## src/shared/rsf_pkg.sv

```systemverilog
// Constants, register map and types of the reset source and flag logic
`default_nettype none

package rsf_pkg;

	// Clock and timing
	localparam int CLK_NS           = 20;
	localparam int CLEAR_FILT_NS    = 100;
	localparam int CLEAR_FILT_CYC   = (CLEAR_FILT_NS + CLK_NS - 1) / CLK_NS;
	localparam int BROWNOUT_MIN_NS  = 200;
	localparam int BROWNOUT_MIN_CYC = (BROWNOUT_MIN_NS + CLK_NS - 1) / CLK_NS;
	localparam int PWRT_US          = 64;
	localparam int PWRT_CYC         = (PWRT_US * 1000 + CLK_NS - 1) / CLK_NS;

	// Register offsets
	localparam logic [3:0] ADDR_RESET_CTRL = 4'h0;
	localparam logic [3:0] ADDR_IRQ_STAT = 4'h1;
	localparam logic [3:0] ADDR_IRQ_MASK = 4'h2;
	localparam logic [3:0] ADDR_LAT_A    = 4'h3;
	localparam logic [3:0] ADDR_DIR_A    = 4'h4;
	localparam logic [3:0] ADDR_DIR_E    = 4'h5;
	localparam logic [3:0] ADDR_SER_CON1 = 4'h6;
	localparam logic [3:0] ADDR_SER_CON2 = 4'h7;
	localparam logic [3:0] ADDR_SER_STAT = 4'h8;
	localparam logic [3:0] ADDR_SER_ADDR = 4'h9;
	localparam logic [3:0] ADDR_SER_BUF  = 4'hA;
	localparam logic [3:0] ADDR_STATE    = 4'hB;

	// Reset control register fields
	localparam int RESET_CTRL_BROWNOUT_BIT = 0;
	localparam int RESET_CTRL_POWERON_BIT  = 1;

	// Interrupt status bits
	localparam int IRQ_CLEAR_PIN = 0;
	localparam int IRQ_BROWNOUT  = 1;
	localparam int IRQ_WDOG  = 2;
	localparam int IRQ_INSTR = 3;
	localparam int IRQ_STACK = 4;
	localparam int IRQ_CMIS  = 5;
	localparam int IRQ_WAKE  = 6;
	localparam int IRQ_W     = 7;

	// Reset values and implemented-bit masks
	localparam logic [7:0] ZERO8          = 8'h00;
	localparam logic [7:0] DIR_A_MASK     = 8'h2F;
	localparam logic [7:0] DIR_A_RESET    = 8'h2F;
	localparam logic [7:0] DIR_E_MASK     = 8'hF7;
	localparam logic [7:0] DIR_E_POR      = 8'h07;
	localparam logic [7:0] DIR_E_SOFT     = 8'hF7;
	localparam logic [7:0] LAT_A_MASK     = 8'h3F;
	// Synchroniser reset: master-clear bit idles high, the others low
	localparam logic [4:0] PIN_SYNC_IDLE  = 5'h01;

	typedef enum logic [1:0] {
		BO_IDLE,
		BO_RESET,
		BO_TIMER
	} rsf_bo_state_type;

endpackage

`default_nettype wire

```

## src/core/rsf_reset_sequencer.sv

```systemverilog
// Reset sources, reset-cause flags and per-reset register initialisation
//
// Function
// RQ1: Holding the master-clear pin low keeps the device in hard reset.
// RQ2: Low glitches on master clear shorter than the filter are ignored.
// RQ3: The master-clear pin is never driven low by the device.
// RQ4: Power-on reset clears the power-on flag; other resets leave it alone.
// RQ5: Only software sets the power-on flag back to one.
// RQ6: Brown-out detection works only while the regulator pin is tied high.
// RQ7: Supply below threshold for longer than minimum duration causes reset.
// RQ8: Brown-out reset holds while the supply stays below threshold.
// RQ9: After brown-out ends, the power-up timer extends the reset.
// RQ10: A dip during the power-up timer re-enters brown-out and restarts it.
// RQ11: Brown-out and power-on resets clear the brown-out flag.
// RQ12: Software reads flag zero with power-on flag one as a brown-out.
// RQ13: The low-voltage variant has brown-out reset disabled entirely.
// RQ14: Without brown-out detection, power-on still clears the brown-out flag.
// RQ15: Configuration bit routes capture unit two to default or alternate pin.
// RQ16: Power-on or brown-out sets directions, zeroes serial-two control registers.
// RQ17: Other hard resets keep latches, set directions, zero serial-two controls.
// RQ18: Wake-up from sleep leaves all listed registers unchanged.
// RQ19: All sources merge into one reset, async assert, sync release.
`timescale 1ns/1ps
`default_nettype none

module rsf_reset_sequencer
	import rsf_pkg::*;
#(
	parameter int CLEAR_FILTER_CYCLES = CLEAR_FILT_CYC,
	parameter int BROWNOUT_MIN_CYCLES = BROWNOUT_MIN_CYC,
	parameter int PWRT_CYCLES        = PWRT_CYC,
	parameter bit BROWNOUT_PRESENT   = 1'b1
) (
	// Clock and power-on reset
	input  wire logic        mclk,
	input  wire logic        reset_n,
	// Master-clear pin
	input  wire logic        master_clear_pin_in,
	output logic             master_clear_pin_out,
	output logic             master_clear_pin_oe,
	// Supply monitor
	input  wire logic        regulator_enable_pin,
	input  wire logic        supply_below_threshold,
	// Internal reset and wake sources
	input  wire logic        watchdog_timer_reset,
	input  wire logic        reset_instruction,
	input  wire logic        stack_reset,
	input  wire logic        config_mismatch_reset,
	input  wire logic        wake_event,
	// Capture unit two routing
	input  wire logic        capture_two_pin_select,
	input  wire logic        capture_two_out,
	input  wire logic        capture_two_default_pin_in,
	input  wire logic        capture_two_alt_pin_in,
	output logic             capture_two_default_pin_out,
	output logic             capture_two_alt_pin_out,
	output logic             capture_two_in,
	// Register port
	input  wire logic [3:0]  reg_addr,
	input  wire logic [7:0]  reg_wdata,
	input  wire logic        reg_write,
	input  wire logic        reg_read,
	output logic      [7:0]  reg_rdata,
	// Results
	output logic             core_reset_n,
	output logic             irq,
	output logic      [7:0]  port_a_output_latch,
	output logic      [7:0]  port_a_direction,
	output logic      [7:0]  port_e_direction
);

	localparam int CW = $clog2(PWRT_CYCLES + BROWNOUT_MIN_CYCLES + 1);
	localparam int FW = $clog2(CLEAR_FILTER_CYCLES + 1);
	localparam int SW = 5;

	// Pin synchronisers: first stage is read only by the second
	logic [SW-1:0]      pin_meta_reg;
	logic [SW-1:0]      pin_sync_reg;
	logic               clear_pin_high;
	logic               below;
	logic               regen;
	logic               cap_def_s;
	logic               cap_alt_s;

	logic [FW-1:0]      clear_cnt_reg;
	logic               clear_active_reg;
	rsf_bo_state_type   bo_state_reg;
	rsf_bo_state_type   bo_state_next;
	logic [CW-1:0]      bo_cnt_reg;
	logic [CW-1:0]      bo_cnt_next;
	logic               brownout_en;
	logic               brownout_enter;
	logic               soft_src;
	logic               soft_init;
	logic               hard_init;
	logic               hard_reset_reg;
	logic               rst_clr_n;
	logic               core_meta_reg;
	logic               por_flag_reg;
	logic               brownout_flag_reg;
	logic [IRQ_W-1:0]   irq_stat_reg;
	logic [IRQ_W-1:0]   irq_mask_reg;
	logic [IRQ_W-1:0]   irq_set;
	logic [7:0]         ser_con1_reg;
	logic [7:0]         ser_con2_reg;
	logic [7:0]         ser_stat_reg;
	logic [7:0]         ser_addr_reg;
	logic [7:0]         ser_buf_reg;
	logic [7:0]         rdata_next;

	function automatic logic wr_hit(input logic [3:0] a);
		wr_hit = reg_write && (reg_addr == a);
	endfunction

	always_ff @(posedge mclk or negedge reset_n) begin
		if (!reset_n) begin
			// Idle levels, so leaving reset does not look like a press
			pin_meta_reg <= PIN_SYNC_IDLE;
			pin_sync_reg <= PIN_SYNC_IDLE;
		end else begin
			pin_meta_reg <= {capture_two_alt_pin_in, capture_two_default_pin_in,
				regulator_enable_pin, supply_below_threshold, master_clear_pin_in};
			pin_sync_reg <= pin_meta_reg;
		end
	end

	assign clear_pin_high = pin_sync_reg[0];
	assign below     = pin_sync_reg[1];
	assign regen     = pin_sync_reg[2];
	assign cap_def_s = pin_sync_reg[3];
	assign cap_alt_s = pin_sync_reg[4];

	// RQ3: never drive pin
	always_ff @(posedge mclk or negedge reset_n) begin
		if (!reset_n) begin
			master_clear_pin_out <= 1'b0;
			master_clear_pin_oe  <= 1'b0;
		end else begin
			master_clear_pin_out <= 1'b0;
			master_clear_pin_oe  <= 1'b0;
		end
	end

	// RQ2: glitch filter count
	always_ff @(posedge mclk or negedge reset_n) begin
		if (!reset_n) begin
			clear_cnt_reg <= '0;
		end else if (clear_pin_high) begin
			clear_cnt_reg <= '0;
		end else if (clear_cnt_reg != FW'(CLEAR_FILTER_CYCLES)) begin
			clear_cnt_reg <= clear_cnt_reg + FW'(1);
		end
	end

	// RQ1: reset while pin held low
	always_ff @(posedge mclk or negedge reset_n) begin
		if (!reset_n) begin
			clear_active_reg <= 1'b0;
		end else if (clear_pin_high) begin
			clear_active_reg <= 1'b0;
		end else if (clear_cnt_reg == FW'(CLEAR_FILTER_CYCLES - 1)) begin
			clear_active_reg <= 1'b1;
		end
	end

	// RQ6: regulator gates detection
	// RQ13: variant without detector
	assign brownout_en = BROWNOUT_PRESENT && regen;

	always_comb begin
		bo_state_next = bo_state_reg;
		bo_cnt_next   = bo_cnt_reg;
		unique case (bo_state_reg)
			BO_IDLE: begin
				// RQ7: dip longer than minimum
				if (brownout_en && below) begin
					if (bo_cnt_reg == CW'(BROWNOUT_MIN_CYCLES - 1)) begin
						bo_state_next = BO_RESET;
						bo_cnt_next   = '0;
					end else begin
						bo_cnt_next = bo_cnt_reg + CW'(1);
					end
				end else begin
					bo_cnt_next = '0;
				end
			end
			BO_RESET: begin
				bo_cnt_next = '0;
				// RQ8: hold while below
				if (!brownout_en) begin
					bo_state_next = BO_IDLE;
				end else if (!below) begin
					bo_state_next = BO_TIMER;
				end
			end
			BO_TIMER: begin
				// RQ10: dip restarts timer
				if (brownout_en && below) begin
					bo_state_next = BO_RESET;
					bo_cnt_next   = '0;
				// RQ9: power-up timer delay
				end else if (bo_cnt_reg == CW'(PWRT_CYCLES - 1)) begin
					bo_state_next = BO_IDLE;
					bo_cnt_next   = '0;
				end else begin
					bo_cnt_next = bo_cnt_reg + CW'(1);
				end
			end
		endcase
	end

	always_ff @(posedge mclk or negedge reset_n) begin
		if (!reset_n) begin
			bo_state_reg <= BO_IDLE;
			bo_cnt_reg   <= '0;
		end else begin
			bo_state_reg <= bo_state_next;
			bo_cnt_reg   <= bo_cnt_next;
		end
	end

	assign brownout_enter = (bo_state_reg == BO_IDLE) && (bo_state_next == BO_RESET);
	assign hard_init      = brownout_enter || (bo_state_reg != BO_IDLE);
	assign soft_src       = watchdog_timer_reset || reset_instruction
		|| stack_reset || config_mismatch_reset;
	assign soft_init      = clear_active_reg || soft_src;

	// RQ19: merge all sources
	always_ff @(posedge mclk or negedge reset_n) begin
		if (!reset_n) begin
			hard_reset_reg <= 1'b1;
		end else begin
			hard_reset_reg <= clear_active_reg || soft_src || hard_init;
		end
	end

	// Cleared by reset_n or a flop only, so the asynchronous assert path cannot glitch
	assign rst_clr_n = reset_n && !hard_reset_reg;

	// RQ19: async assert, sync release
	always_ff @(posedge mclk or negedge rst_clr_n) begin
		if (!rst_clr_n) begin
			core_meta_reg <= 1'b0;
			core_reset_n  <= 1'b0;
		end else begin
			core_meta_reg <= 1'b1;
			core_reset_n  <= core_meta_reg;
		end
	end

	// RQ4: cleared by power-on or a software write, not by other resets
	// RQ5: software sets it back
	always_ff @(posedge mclk or negedge reset_n) begin
		if (!reset_n) begin
			por_flag_reg <= 1'b0;
		end else if (wr_hit(ADDR_RESET_CTRL)) begin
			por_flag_reg <= reg_wdata[RESET_CTRL_POWERON_BIT];
		end
	end

	// RQ11: brown-out clears flag
	// RQ14: power-on clears flag
	always_ff @(posedge mclk or negedge reset_n) begin
		if (!reset_n) begin
			brownout_flag_reg <= 1'b0;
		end else if (hard_init) begin
			brownout_flag_reg <= 1'b0;
		end else if (wr_hit(ADDR_RESET_CTRL)) begin
			brownout_flag_reg <= reg_wdata[RESET_CTRL_BROWNOUT_BIT];
		end
	end

	always_comb begin
		irq_set                = '0;
		irq_set[IRQ_CLEAR_PIN] = clear_active_reg;
		irq_set[IRQ_BROWNOUT]  = brownout_enter;
		irq_set[IRQ_WDOG]  = watchdog_timer_reset;
		irq_set[IRQ_INSTR] = reset_instruction;
		irq_set[IRQ_STACK] = stack_reset;
		irq_set[IRQ_CMIS]  = config_mismatch_reset;
		irq_set[IRQ_WAKE]  = wake_event;
	end

	// Set wins over a write-one clear in the same cycle
	always_ff @(posedge mclk or negedge reset_n) begin
		if (!reset_n) begin
			irq_stat_reg <= '0;
		end else if (wr_hit(ADDR_IRQ_STAT)) begin
			irq_stat_reg <= (irq_stat_reg & ~reg_wdata[IRQ_W-1:0]) | irq_set;
		end else begin
			irq_stat_reg <= irq_stat_reg | irq_set;
		end
	end

	always_ff @(posedge mclk or negedge reset_n) begin
		if (!reset_n) begin
			irq_mask_reg <= '0;
		end else if (wr_hit(ADDR_IRQ_MASK)) begin
			irq_mask_reg <= reg_wdata[IRQ_W-1:0];
		end
	end

	always_ff @(posedge mclk or negedge reset_n) begin
		if (!reset_n) begin
			irq <= 1'b0;
		end else begin
			irq <= |(irq_stat_reg & irq_mask_reg);
		end
	end

	// Latch content after power-on is undefined; zero is the cheapest choice
	// RQ17: latch kept on soft reset
	always_ff @(posedge mclk or negedge reset_n) begin
		if (!reset_n) begin
			port_a_output_latch <= ZERO8;
		end else if (!hard_init && !soft_init && wr_hit(ADDR_LAT_A)) begin
			port_a_output_latch <= reg_wdata & LAT_A_MASK;
		end
	end

	// RQ16: directions to ones
	// RQ17: directions to ones
	always_ff @(posedge mclk or negedge reset_n) begin
		if (!reset_n) begin
			port_a_direction <= DIR_A_RESET;
		end else if (hard_init || soft_init) begin
			port_a_direction <= DIR_A_RESET;
		end else if (wr_hit(ADDR_DIR_A)) begin
			port_a_direction <= reg_wdata & DIR_A_MASK;
		end
	end

	// RQ16: port E power-on value
	// RQ17: port E soft value
	always_ff @(posedge mclk or negedge reset_n) begin
		if (!reset_n) begin
			port_e_direction <= DIR_E_POR;
		end else if (hard_init) begin
			port_e_direction <= DIR_E_POR;
		end else if (soft_init) begin
			port_e_direction <= DIR_E_SOFT;
		end else if (wr_hit(ADDR_DIR_E)) begin
			port_e_direction <= reg_wdata & DIR_E_MASK;
		end
	end

	// RQ16: serial controls zeroed
	// RQ17: serial controls zeroed
	always_ff @(posedge mclk or negedge reset_n) begin
		if (!reset_n) begin
			ser_con1_reg <= ZERO8;
			ser_con2_reg <= ZERO8;
			ser_stat_reg <= ZERO8;
			ser_addr_reg <= ZERO8;
		end else if (hard_init || soft_init) begin
			ser_con1_reg <= ZERO8;
			ser_con2_reg <= ZERO8;
			ser_stat_reg <= ZERO8;
			ser_addr_reg <= ZERO8;
		end else begin
			if (wr_hit(ADDR_SER_CON1)) begin
				ser_con1_reg <= reg_wdata;
			end
			if (wr_hit(ADDR_SER_CON2)) begin
				ser_con2_reg <= reg_wdata;
			end
			if (wr_hit(ADDR_SER_STAT)) begin
				ser_stat_reg <= reg_wdata;
			end
			if (wr_hit(ADDR_SER_ADDR)) begin
				ser_addr_reg <= reg_wdata;
			end
		end
	end

	// RQ17: buffer kept on soft reset
	// RQ18: wake changes nothing
	always_ff @(posedge mclk or negedge reset_n) begin
		if (!reset_n) begin
			ser_buf_reg <= ZERO8;
		end else if (!hard_init && !soft_init && wr_hit(ADDR_SER_BUF)) begin
			ser_buf_reg <= reg_wdata;
		end
	end

	// RQ15: capture pin routing
	always_ff @(posedge mclk or negedge reset_n) begin
		if (!reset_n) begin
			capture_two_default_pin_out <= 1'b0;
			capture_two_alt_pin_out     <= 1'b0;
			capture_two_in              <= 1'b0;
		end else begin
			capture_two_default_pin_out <= capture_two_pin_select && capture_two_out;
			capture_two_alt_pin_out     <= !capture_two_pin_select && capture_two_out;
			capture_two_in              <= capture_two_pin_select ? cap_def_s : cap_alt_s;
		end
	end

	always_comb begin
		rdata_next = ZERO8;
		unique case (reg_addr)
			ADDR_RESET_CTRL: begin
				rdata_next[RESET_CTRL_POWERON_BIT]  = por_flag_reg;
				rdata_next[RESET_CTRL_BROWNOUT_BIT] = brownout_flag_reg;
			end
			ADDR_IRQ_STAT: rdata_next[IRQ_W-1:0] = irq_stat_reg;
			ADDR_IRQ_MASK: rdata_next[IRQ_W-1:0] = irq_mask_reg;
			ADDR_LAT_A:    rdata_next = port_a_output_latch;
			ADDR_DIR_A:    rdata_next = port_a_direction;
			ADDR_DIR_E:    rdata_next = port_e_direction;
			ADDR_SER_CON1: rdata_next = ser_con1_reg;
			ADDR_SER_CON2: rdata_next = ser_con2_reg;
			ADDR_SER_STAT: rdata_next = ser_stat_reg;
			ADDR_SER_ADDR: rdata_next = ser_addr_reg;
			ADDR_SER_BUF:  rdata_next = ser_buf_reg;
			ADDR_STATE: begin
				rdata_next[0] = clear_active_reg;
				rdata_next[1] = bo_state_reg == BO_RESET;
				rdata_next[2] = bo_state_reg == BO_TIMER;
				rdata_next[3] = brownout_en;
				rdata_next[4] = capture_two_pin_select;
			end
			default: rdata_next = ZERO8;
		endcase
	end

	// Read data stands only in the cycle after the strobe
	always_ff @(posedge mclk or negedge reset_n) begin
		if (!reset_n) begin
			reg_rdata <= ZERO8;
		end else if (reg_read) begin
			reg_rdata <= rdata_next;
		end else begin
			reg_rdata <= ZERO8;
		end
	end

endmodule

`default_nettype wire

```

## config.mk

```make
export PLATFORM = sky130hd
export DESIGN_NAME = rsf_reset_sequencer
export DESIGN_NICKNAME = d
export VERILOG_FILES = /design/src/shared/rsf_pkg.sv /design/src/core/rsf_reset_sequencer.sv
export SDC_FILE = /design/constraint.sdc
export NUM_CORES = 1
export LEC_CHECK = 0
export ABC_AREA = 1
export BUFFER_PORTS_ARGS = -buffer_cell sky130_fd_sc_hd__buf_2
export CAP_MARGIN = 5
export CELL_PAD_IN_SITES_DETAIL_PLACEMENT = 1
export CELL_PAD_IN_SITES_GLOBAL_PLACEMENT = 2
export CORE_UTILIZATION = 32
export DETAILED_ROUTE_END_ITERATION = 16
export PLACE_DENSITY_LB_ADDON = 0.1
export SLEW_MARGIN = 20
export SYNTH_ARGS = -nofsm -noshare
export SYNTH_HDL_FRONTEND = slang
export SYNTH_SLANG_ARGS = --single-unit
```

## constraint.sdc

```tcl
create_clock -name mclk -period 0.8 [get_ports mclk]
set_clock_uncertainty 0.2 [all_clocks]
set_input_delay 0.16 -clock mclk [delete_from_list [all_inputs] [get_ports mclk]]
set_output_delay 0.16 -clock mclk [all_outputs]
set_load 0.01 [all_outputs]
```

==> reports/results.ini, run 1 <==
[floorplan]
ios=67
coreArea_mm2=0.01736
design.die.area_mm2=0.01831
die_w_um=135.3
die_y_um=135.3
rows=48
initial_core_util=0.3277

[grt]
grt_antenna_before_repair=0
first_global_vias=6346
overflow=0
grt_use_total=0.2584
grt_max_degree=37
grt_pass1_wl_um=34770

[detailed_routing]
routedWlPerCell_um=19.53
drc_errors=0
drt_pass1_iterations=5
drtAntennaViolNets=0
routed_wl_um=23220
initialDrtViolationCount=265
post_drt_via_cell_ratio=4.967
vias=5906

[yosys]
synthesis.area_mm2=0.005688
yosysSeqAreaShare=0.5172
synth_cells=653
synthMuxAreaShare=0
synthDistinctLibCells=47
synthFlopType=dfrtp_1
synth_xor_xnor_area_share=0.01078
synth_compound_area_frac=0.09943
ys_ff_latch=117
synth_top_family_by_area=simple AND/OR/NAND/NOR gates
async_flop_share=1.000
synthAdderAreaFrac=0.02640
synth_edf_count=0
yosys_warnings=0
synthSimpleGateAreaFrac=0.2549
synth_area_per_cell_um2=8.710

[cells_and_area]
final_common_cell=buf_4
seqCellArea_mm2=0.002943
final_cell_mix=178 x buf_4, 110 x nand2_1, 105 x dfrtp_1
antenna_cells=0
multi_input_area_mm2=0.003067
drive_gt1_frac=0.5156
postLayoutCellArea_mm2=0.009877
final_nets=991
fillers=1919
syn_to_final_growth_pct=73.65
largest_reg_flops=12
stdcell_count=1189

[power]
leakage_nw=4.867
sw_frac_of_total=0.2592
clkPwrFrac=0.473
p_per_area_mw_per_mm2=1678
power_frac_comb=0.142
seq_power_share=0.385
internal_power_mw=12.28
irDropWorstVdd_v=0.001266
p_switching_mw=4.296

[timing]
rsz0062_at_grt=yes
slew-limit-headroom=0.4924
setup_violations=245
min_period_ns=2.299
period_share=2.874
final-hold-violation-count=34
holdWs_ns=-0.2489
setup_slack_ns=-1.499
fmax_mhz=435.0
slew_violations=0
tightest_slew_ns=0.7589

[critical_path]
cp_top_family=simple AND/OR/NAND/NOR gates
critical_path.max_stage_delay_ns=0.42
cp-end-kind=flop
worst_path_most_repeated_cell=nand2_1
critical_path_required_ns=0.96
crit_path_start_kind=flop
crit_chain=inv_1, ha_2, inv_2, nor2_1, nand2_1, nor2_2, nand3_2, nand2_2, clkinv_2, nand2_4, nand2_8, buf_12, buf_4, nand4_4, nand2_1, o21ai_2
path_max_fanout=5
arrival_ns=2.45
worstSetupPathType=flop to flop
crit_buf_inv=5
rrSetupSlack_ns=-1.50
cp_slowest_cell=dfrtp_1

[clocking]
clock_path_buffers=2
htreeDepth=4
path_clk_slew_ns=0.06
root_buffer=clkbuf_16
cts_tree=done
cts_buffers=17
cts_sinks=117
clk_latency_ns=0.43

[hold_path]
hold_class=input port to flop

[place]
dp_hpwl_um=15790
gp_congestion=0.8868
io_buffers=58
postPlaceCellArea_mm2=0.007846
dpl.cell_count=1101

[run_status]
outcome=finished with violations
violations=negative hold slack, negative setup slack

[job]
cap_viol_max_count=0

-- kinds of logic after synthesis --
group / count (synthesis)
simple gates: 310
flops: 117
buf+inv: 113
compound gates: 92
fa+ha+maj: 12
xor+xnor: 7
other cells: 2
-- cell usage after synthesis (all sizes together), types with 2 or more instances --
cell,count,area [µm²]
a21oi,15,86.34
a221oi,8,70.07
a22o,4,35.03
a31oi,4,25.02
a32o,2,20.02
buf,21,166.4
clkbuf,5,18.77
clkinv,2,7.510
conb,2,7.510
dfrtp,106,2653
dfstp,11,289.0
ha,12,150.1
inv,85,319.1
nand2,139,555.5
nand3,60,305.3
nand4,43,302.8
nor2,62,251.5
nor3,3,15.01
o211ai,2,15.01
o21ai,45,225.2
o22ai,3,18.77
o31ai,3,22.52
xnor2,3,26.28
xor2,4,35.03
-- through the flow --
step	power, mW	setup TNS, ns	utilization	worst slack (ns)
finish	16.58	-174.72	0.5691	-1.499
global route	17.17	-189.25	0.5691	-1.604
CTS	16.54	-128.64	0.5438	-1.440
detailed placement	8.267	-128.27	0.4521	-1.477
global placement	8.190	-122.52	0.4521	-1.378
floorplan	7.124	-97.83	-	-1.286
-- cell type report --
class / count / share of cell area
multi-input combinational: 433 / 0.3105
timing repair buffer: 295 / 0.2627
tap: 225 / 0.02850
clock buffer: 19 / 0.04484
sequential: 117 / 0.2979
inverter: 87 / 0.03952
clock inverter: 13 / 0.01596
-- routing by layer --
| metal | track usage | routed length, µm |
|---|---|---|
| met1 | 0.3190 | 9825 |
| met2 | 0.4484 | 12080 |
| met3 | 0.05051 | 871 |
| met4 | 0.08801 | 444 |
| met5 | 0 | 0 |
-- worst min-delay path: cells and delay by family --
family | cells | cell delay (ns)
and+or+nand+nor | 1 | 0.05
buffers and inverters | 2 | 0.13
-- power by group through the flow --
stage,registers (mW),logic (mW),clock network (mW)
after floorplan,6.48,0.644,0
after global placement,6.44,1.75,0
after detailed placement,6.45,1.81,0
after CTS,6.37,2.18,7.98
after global routing,6.41,2.52,8.24
final,6.38,2.35,7.84
-- path summary, 6_finish.rpt --
kind	startpoint	end	cells past startpoint
setup / recovery	bo_cnt_reg[1]$_DFF_PN0_	port_e_direction[0]$_DFFE_PN1P_	16
hold / removal	stack_reset	irq_stat_reg[4]$_DFF_PN0_	3
setup reg to reg	bo_cnt_reg[1]$_DFF_PN0_	port_e_direction[0]$_DFFE_PN1P_	16
hold reg to reg	hard_reset_reg$_DFF_PN1_	core_meta_reg$_DFF_PN0_	1
max in group asynchronous	reset_n	pin_meta_reg[0]$_DFF_PN1_	3
min in group asynchronous	hard_reset_reg$_DFF_PN1_	core_meta_reg$_DFF_PN0_	1
-- what timing repair did --
item,4_1_cts,5_1_grt
gates resized for setup,157,82
hold endpoints to repair,168,147
hold buffers,10,1
endpoints found under the setup margin,134,146
pin swaps,50,39
setup buffers,29,23
gates cloned,3,2
Power figures use the tool's default switching activity.
==> run 2: changes to the inputs <==
MAX_ROUTING_LAYER = met4   (was default)
==> run 2 against run 1 <==
The flow still finishes with violations (negative hold slack, negative setup slack). Global-route usage up 0.76 points. Sequential share of layout area is essentially flat. Total power fell by 0.16%. Non-clock buffer count unchanged. Critical path depth stayed put. Clock power about the same. Combinational power about the same. First-iteration DRC count shrank 6.8%. Register-to-register slack hardly changed. Via count shrank 0.27%. Worst hold slack got worse by 0.0046 ns. Sequential power hardly changed. Critical path type unchanged.
==> reports/results.ini, run 2 (same netlist as run 1, synthesis figures left out) <==
[run_status]
outcome=finished with violations
violations=negative hold slack, negative setup slack

[cells_and_area]
final_cell_mix=178 x buf_4, 110 x nand2_1, 105 x dfrtp_1
finalCoreUtilization=0.5686  ; about the same
final_nets=991  ; unchanged
final_common_cell=buf_4
syn_to_final_growth_pct=73.49  ; about the same
postLayoutCellArea_mm2=0.009868  ; about the same
antenna_cells=0  ; unchanged
drive_gt1_frac=0.5135  ; -0.002075
largest_reg_flops=12  ; unchanged

[floorplan]
coreArea_mm2=0.01736  ; unchanged
initial_core_util=0.3277  ; unchanged
design.die.area_mm2=0.01831  ; unchanged
die_w_um=135.3  ; unchanged
ios=67  ; unchanged
die_y_um=135.3  ; unchanged
rows=48  ; unchanged

[power]
clkPwrFrac=0.473  ; about the same
p_switching_mw=4.272  ; -0.55%
sw_frac_of_total=0.2582  ; -0.001013
internal_power_mw=12.28  ; about the same
leakage_nw=4.865  ; about the same
power_frac_comb=0.141  ; about the same
seq_power_share=0.386  ; about the same
irDropWorstVdd_v=0.001266  ; about the same
p_per_area_mw_per_mm2=1677  ; about the same

[timing]
slew-limit-headroom=0.5012  ; +0.008829
fmax_mhz=434.8  ; about the same
setup_slack_ns=-1.500  ; -0.0008600 ns
period_share=2.875  ; about the same
min_period_ns=2.300  ; +0.0008600 ns
final-hold-violation-count=34  ; unchanged
rsz0062_at_grt=yes
setup_violations=245  ; unchanged
tightest_slew_ns=0.7457  ; -0.01320 ns
holdWs_ns=-0.2535  ; -0.004589 ns
slew_violations=0  ; unchanged

[place]
gp_congestion=0.9016  ; +1.7%
dpl_worst_slack_ns=-1.477  ; unchanged
dp_hpwl_um=15790  ; unchanged
postPlaceCellArea_mm2=0.007846  ; unchanged
io_buffers=58  ; unchanged

[detailed_routing]
routedWlPerCell_um=19.58  ; +0.27%
vias=5890  ; -0.27%
drt_pass1_iterations=4  ; -1
post_drt_via_cell_ratio=4.954  ; -0.27%
drc_errors=0  ; unchanged
initialDrtViolationCount=247  ; -6.8%
drtAntennaViolNets=0  ; unchanged
routed_wl_um=23280  ; +0.27%

[grt]
grt_use_total=0.2660  ; +0.007595
grt_pass1_wl_um=34730  ; -0.12%
overflow=0  ; unchanged
grt_max_degree=37  ; unchanged
first_global_vias=6358  ; +0.19%
grt_antenna_before_repair=0  ; unchanged

[job]
cap_viol_max_count=0  ; unchanged

[clocking]
htreeDepth=4  ; unchanged
path_clk_slew_ns=0.05  ; about the same
clk_latency_ns=0.43  ; about the same
cts_tree=done
clock_path_buffers=2  ; unchanged
root_buffer=clkbuf_16
cts_buffers=17  ; unchanged
cts_sinks=117  ; unchanged

[critical_path]
path_max_fanout=5  ; unchanged
crit_path_start_kind=flop
critical_path_required_ns=0.96  ; about the same
arrival_ns=2.46  ; about the same
worstSetupPathType=flop to flop
cp-end-kind=flop

[hold_path]
hold_class=input port to flop

-- run 2: cell counts in the layout (fill, tap and decap cells not counted) --
No cell type changed its count.
-- run 2: cell type report --
type,count,area [µm²]
Inverter,87,390.4
Clock buffer,19,442.9
Multi-Input combinational cell,433,3058
Tap cell,225,281.5
Sequential cell,117,2943
Timing Repair Buffer,295,2595
Fill cell,1920,7488
Clock inverter,13,157.7
-- run 2: timing repair --
item                                    CTS  global route
hold buffers                             10             1
endpoints found under the setup margin  134           146
endpoints found under the hold margin   168           147
pin swaps                                50            38
gates cloned                              3             2
gates resized for setup                 157            80
setup buffers                            29            23
-- run 2: power groups by stage --
| stage | Clock (mW) | Sequential (mW) | Combinational (mW) |
|---|---|---|---|
| 2_1_floorplan | 0 | 6.48 | 0.644 |
| 3_3_place_gp | 0 | 6.44 | 1.75 |
| 3_5_place_dp | 0 | 6.45 | 1.81 |
| 4_1_cts | 7.98 | 6.37 | 2.18 |
| 5_1_grt | 8.24 | 6.41 | 2.52 |
| 6_report | 7.82 | 6.39 | 2.34 |
-- run 2: metrics by stage --
step	power, mW	cells	setup TNS, ns	hold slack [ns]
3_5_place_dp	8.267	1101	-128.27	-0.1587
6_report	16.55	1189	-173.65	-0.2535
2_1_floorplan	7.124	660	-97.83	-0.3356
3_3_place_gp	8.190	1101	-122.52	-0.1555
5_1_grt	17.17	1189	-189.32	-0.2274
4_1_cts	16.54	1172	-128.64	-0.6146
-- run 2: worst max-delay path: stages, from the launching register on --
cell	delay, ns
dfrtp_1	0.42
inv_1	0.08
ha_2	0.17
inv_2	0.03
nor2_1	0.11
nand2_1	0.09
nor2_2	0.13
nand3_2	0.13
nand2_2	0.11
clkinv_2	0.06
nand2_4	0.11
nand2_8	0.09
buf_12	0.14
buf_4	0.14
nand4_4	0.09
nand2_1	0.08
o21ai_2	0.06
-- run 2: path summary, 6_finish.rpt --
path	from	endpoint	slack, ns	depth (start not counted)
setup reg to reg	bo_cnt_reg[1]$_DFF_PN0_	port_e_direction[0]$_DFFE_PN1P_	-1.50	16
max in group asynchronous	reset_n	pin_meta_reg[0]$_DFF_PN1_	-0.44	3
hold reg to reg	hard_reset_reg$_DFF_PN1_	core_meta_reg$_DFF_PN0_	-0.04	1
min in group asynchronous	hard_reset_reg$_DFF_PN1_	core_meta_reg$_DFF_PN0_	-0.04	1
hold / removal	stack_reset	irq_stat_reg[4]$_DFF_PN0_	-0.25	3
setup / recovery	bo_cnt_reg[1]$_DFF_PN0_	port_e_direction[0]$_DFFE_PN1P_	-1.50	16
-- run 2: layer usage --
metal  global-route usage  wire length, µm  share of wire  up-vias
met5                    -                0              0        -
met1               0.3198             9907           0.43     2982
met3              0.05051              794          0.034       19
met4              0.08801              399          0.017        0
li1                     -                -              -     2779
met2               0.4470            12180           0.52      110
==> run 3: changes to the inputs <==
PLACE_DENSITY = 0.78   (was default)
PLACE_DENSITY_LB_ADDON = default   (was 0.1)
==> run 3 against run 2 <==
The run still ends with negative hold slack, negative setup slack left. Via count is 9.0% higher. Flip-flop and latch count stayed put. Core utilization grew 1.5 points. Sequential share of layout area is 0.74 points lower. Sequential power rose by 0.6%. Fmax down 3.5%. Highest routed layer unchanged. Non-clock buffer count down 4. Design area is 2.6% higher. Critical path depth decreased by 3. Cell count fell by 0.17%. Global-route usage increased by 3.2 points. Combinational power grew 12%.
==> reports/results.ini, run 3 (same netlist as run 1, synthesis figures left out) <==
[floorplan]
die_y_um=135.3  ; unchanged
design.die.area_mm2=0.01831  ; unchanged
rows=48  ; unchanged
die_w_um=135.3  ; unchanged
coreArea_mm2=0.01736  ; unchanged
ios=67  ; unchanged
initial_core_util=0.3277  ; unchanged

[detailed_routing]
drc_errors=0  ; unchanged
initialDrtViolationCount=469  ; +90%
routed_wl_um=28470  ; +22%
post_drt_via_cell_ratio=5.409  ; +9.2%
drtAntennaViolNets=0  ; unchanged
routedWlPerCell_um=23.98  ; +23%
vias=6420  ; +9.0%
drt_pass1_iterations=5  ; +1

[place]
dp_hpwl_um=15350  ; -2.8%
gp_congestion=0.8730  ; -3.2%
io_buffers=58  ; unchanged

[clocking]
clock_path_buffers=2  ; unchanged
path_clk_slew_ns=0.06  ; about the same
htreeDepth=4  ; unchanged
cts_buffers=17  ; unchanged
cts_tree=done
clk_latency_ns=0.44  ; about the same
cts_sinks=117  ; unchanged
root_buffer=clkbuf_16

[cells_and_area]
finalCoreUtilization=0.5835  ; +0.01492
final_cell_mix=163 x buf_4, 105 x nand2_1, 103 x dfrtp_1
final_nets=988  ; -0.30%
syn_to_final_growth_pct=78.05
largest_reg_flops=12  ; unchanged
drive_gt1_frac=0.5286  ; +0.01513
final_common_cell=buf_4
fillers=1899  ; -1.1%

[critical_path]
cp-end-kind=flop
path_max_fanout=8  ; +3
arrival_ns=2.54  ; +0.08 ns
worstSetupPathType=flop to flop
cp_slowest_cell=dfrtp_1
critical_path_required_ns=0.96  ; about the same
reg2reg_depth=13  ; -3
crit_chain=inv_2, ha_4, inv_2, or2_4, o21ai_2, nand2_2, inv_4, nand2_8, nand2_8, buf_12, nand4_1, nor2_1, nor2_1
crit_buf_inv=4  ; -1
crit_path_start_kind=flop
cp_top_family=simple AND/OR/NAND/NOR gates
critical_path.max_stage_delay_ns=0.38  ; -0.04 ns
cp.depth=13  ; -3

[grt]
grt_max_degree=46  ; +24%
overflow=0  ; unchanged
grt_use_total=0.2984  ; +0.03243
first_global_vias=6835  ; +7.5%
grt_antenna_before_repair=1  ; +1
grt_pass1_wl_um=38950  ; +12%

[timing]
period_share=2.980  ; +0.1055
min_period_ns=2.384  ; +0.08437 ns
setup_slack_ns=-1.584  ; -0.08437 ns
rsz0062_at_grt=yes
final-hold-violation-count=38  ; +12%
slew_violations=0  ; unchanged
tightest_slew_ns=0.5476  ; -0.1981 ns
holdWs_ns=-0.1914  ; +0.06209 ns
fmax_mhz=419.4  ; -3.5%
slew-limit-headroom=0.6337  ; +0.1325
setup_violations=250  ; +2.0%

[job]
cap_viol_max_count=0  ; unchanged

[power]
irDropWorstVdd_v=0.001422  ; +12%
leakage_nw=4.949  ; +1.7%
p_per_area_mw_per_mm2=1773  ; +5.7%

[hold_path]
hold_class=input port to flop
min_path_cells=4  ; +1

[run_status]
outcome=finished with violations
violations=negative hold slack, negative setup slack

==> run 3: changes by cell type in the layout (fill, tap and decap cells not counted), moves of 4 or more <==
cell     previous run  this run
buf_2              35        31
buf_4             178       163
buf_6              54        68
nand2_1           110       105
nand3_1            44        36
nand3_2            11        18
==> run 3: area by class of cell <==
type | count | area (µm²) | area share
multi-input combinational | 434 | 3191 | 0.3150
sequential | 117 | 2945 | 0.2908
clock inverter | 9 | 197.7 | 0.01952
antenna | 1 | 2.502 | 0.0002471
timing repair buffer | 291 | 2643 | 0.2609
tap | 225 | 281.5 | 0.02780
inverter | 87 | 399.1 | 0.03941
clock buffer | 23 | 467.9 | 0.04621
==> run 3: tightest hold or removal path: stages <==
cell and delay (ns):
buf_2 0.09, buf_4 0.09, inv_1 0.03, nand2_1 0.05
==> run 3: through the flow <==
stage               power (mW)  setup WS [ns]  instances  TNS [ns]  instance area (µm²)
floorplan                7.124         -1.286        660    -97.83                 5976
global placement         8.173         -1.498       1092   -125.42                 7766
detailed placement       8.258         -1.675       1092   -135.28                 7766
CTS                      17.52         -1.389       1166   -156.93                 9622
global route             18.42         -1.689       1187   -180.21                10130
finish                   17.96         -1.584       1187   -167.35                10130
==> run 3: path summary, 6_finish.rpt <==
kind | end | start | slack (ns)
min | irq_stat_reg[3]$_DFF_PN0_ | reset_instruction | -0.19
min reg2reg | core_meta_reg$_DFF_PN0_ | hard_reset_reg$_DFF_PN1_ | -0.04
max | port_a_direction[2]$_DFFE_PN1P_ | bo_state_reg[1]$_DFF_PN0_ | -1.58
max in group asynchronous | bo_state_reg[0]$_DFF_PN0_ | reset_n | -0.31
min in group asynchronous | core_meta_reg$_DFF_PN0_ | hard_reset_reg$_DFF_PN1_ | -0.04
max reg2reg | port_a_direction[2]$_DFFE_PN1P_ | bo_state_reg[1]$_DFF_PN0_ | -1.58
==> run 3: routing by layer <==
metal / up-vias / global-route usage / share of wire
li1: 2772 / - / -
met2: 283 / 0.4900 / 0.51
met1: 3267 / 0.3457 / 0.39
met3: 98 / 0.05537 / 0.057
met4: 0 / 0.1604 / 0.046
met5: - / - / 0
==> run 3: repair_timing <==
item | CTS | global route
endpoints found under the setup margin | 133 | 252
resized for setup | 196 | 82
setup buffers | 35 | 29
hold buffers | 8 | 1
pin swaps | 48 | 46
gates cloned | 4 | 1
hold endpoints to repair | 173 | 146
==> run 3: power breakdown <==
part / total, mW / internal, mW / switching, mW
clock network: 8.89 / 5.99 / 2.90
registers: 6.43 / 6.21 / 0.222
logic: 2.63 / 1.23 / 1.40
total: 18.0 / 13.4 / 4.52
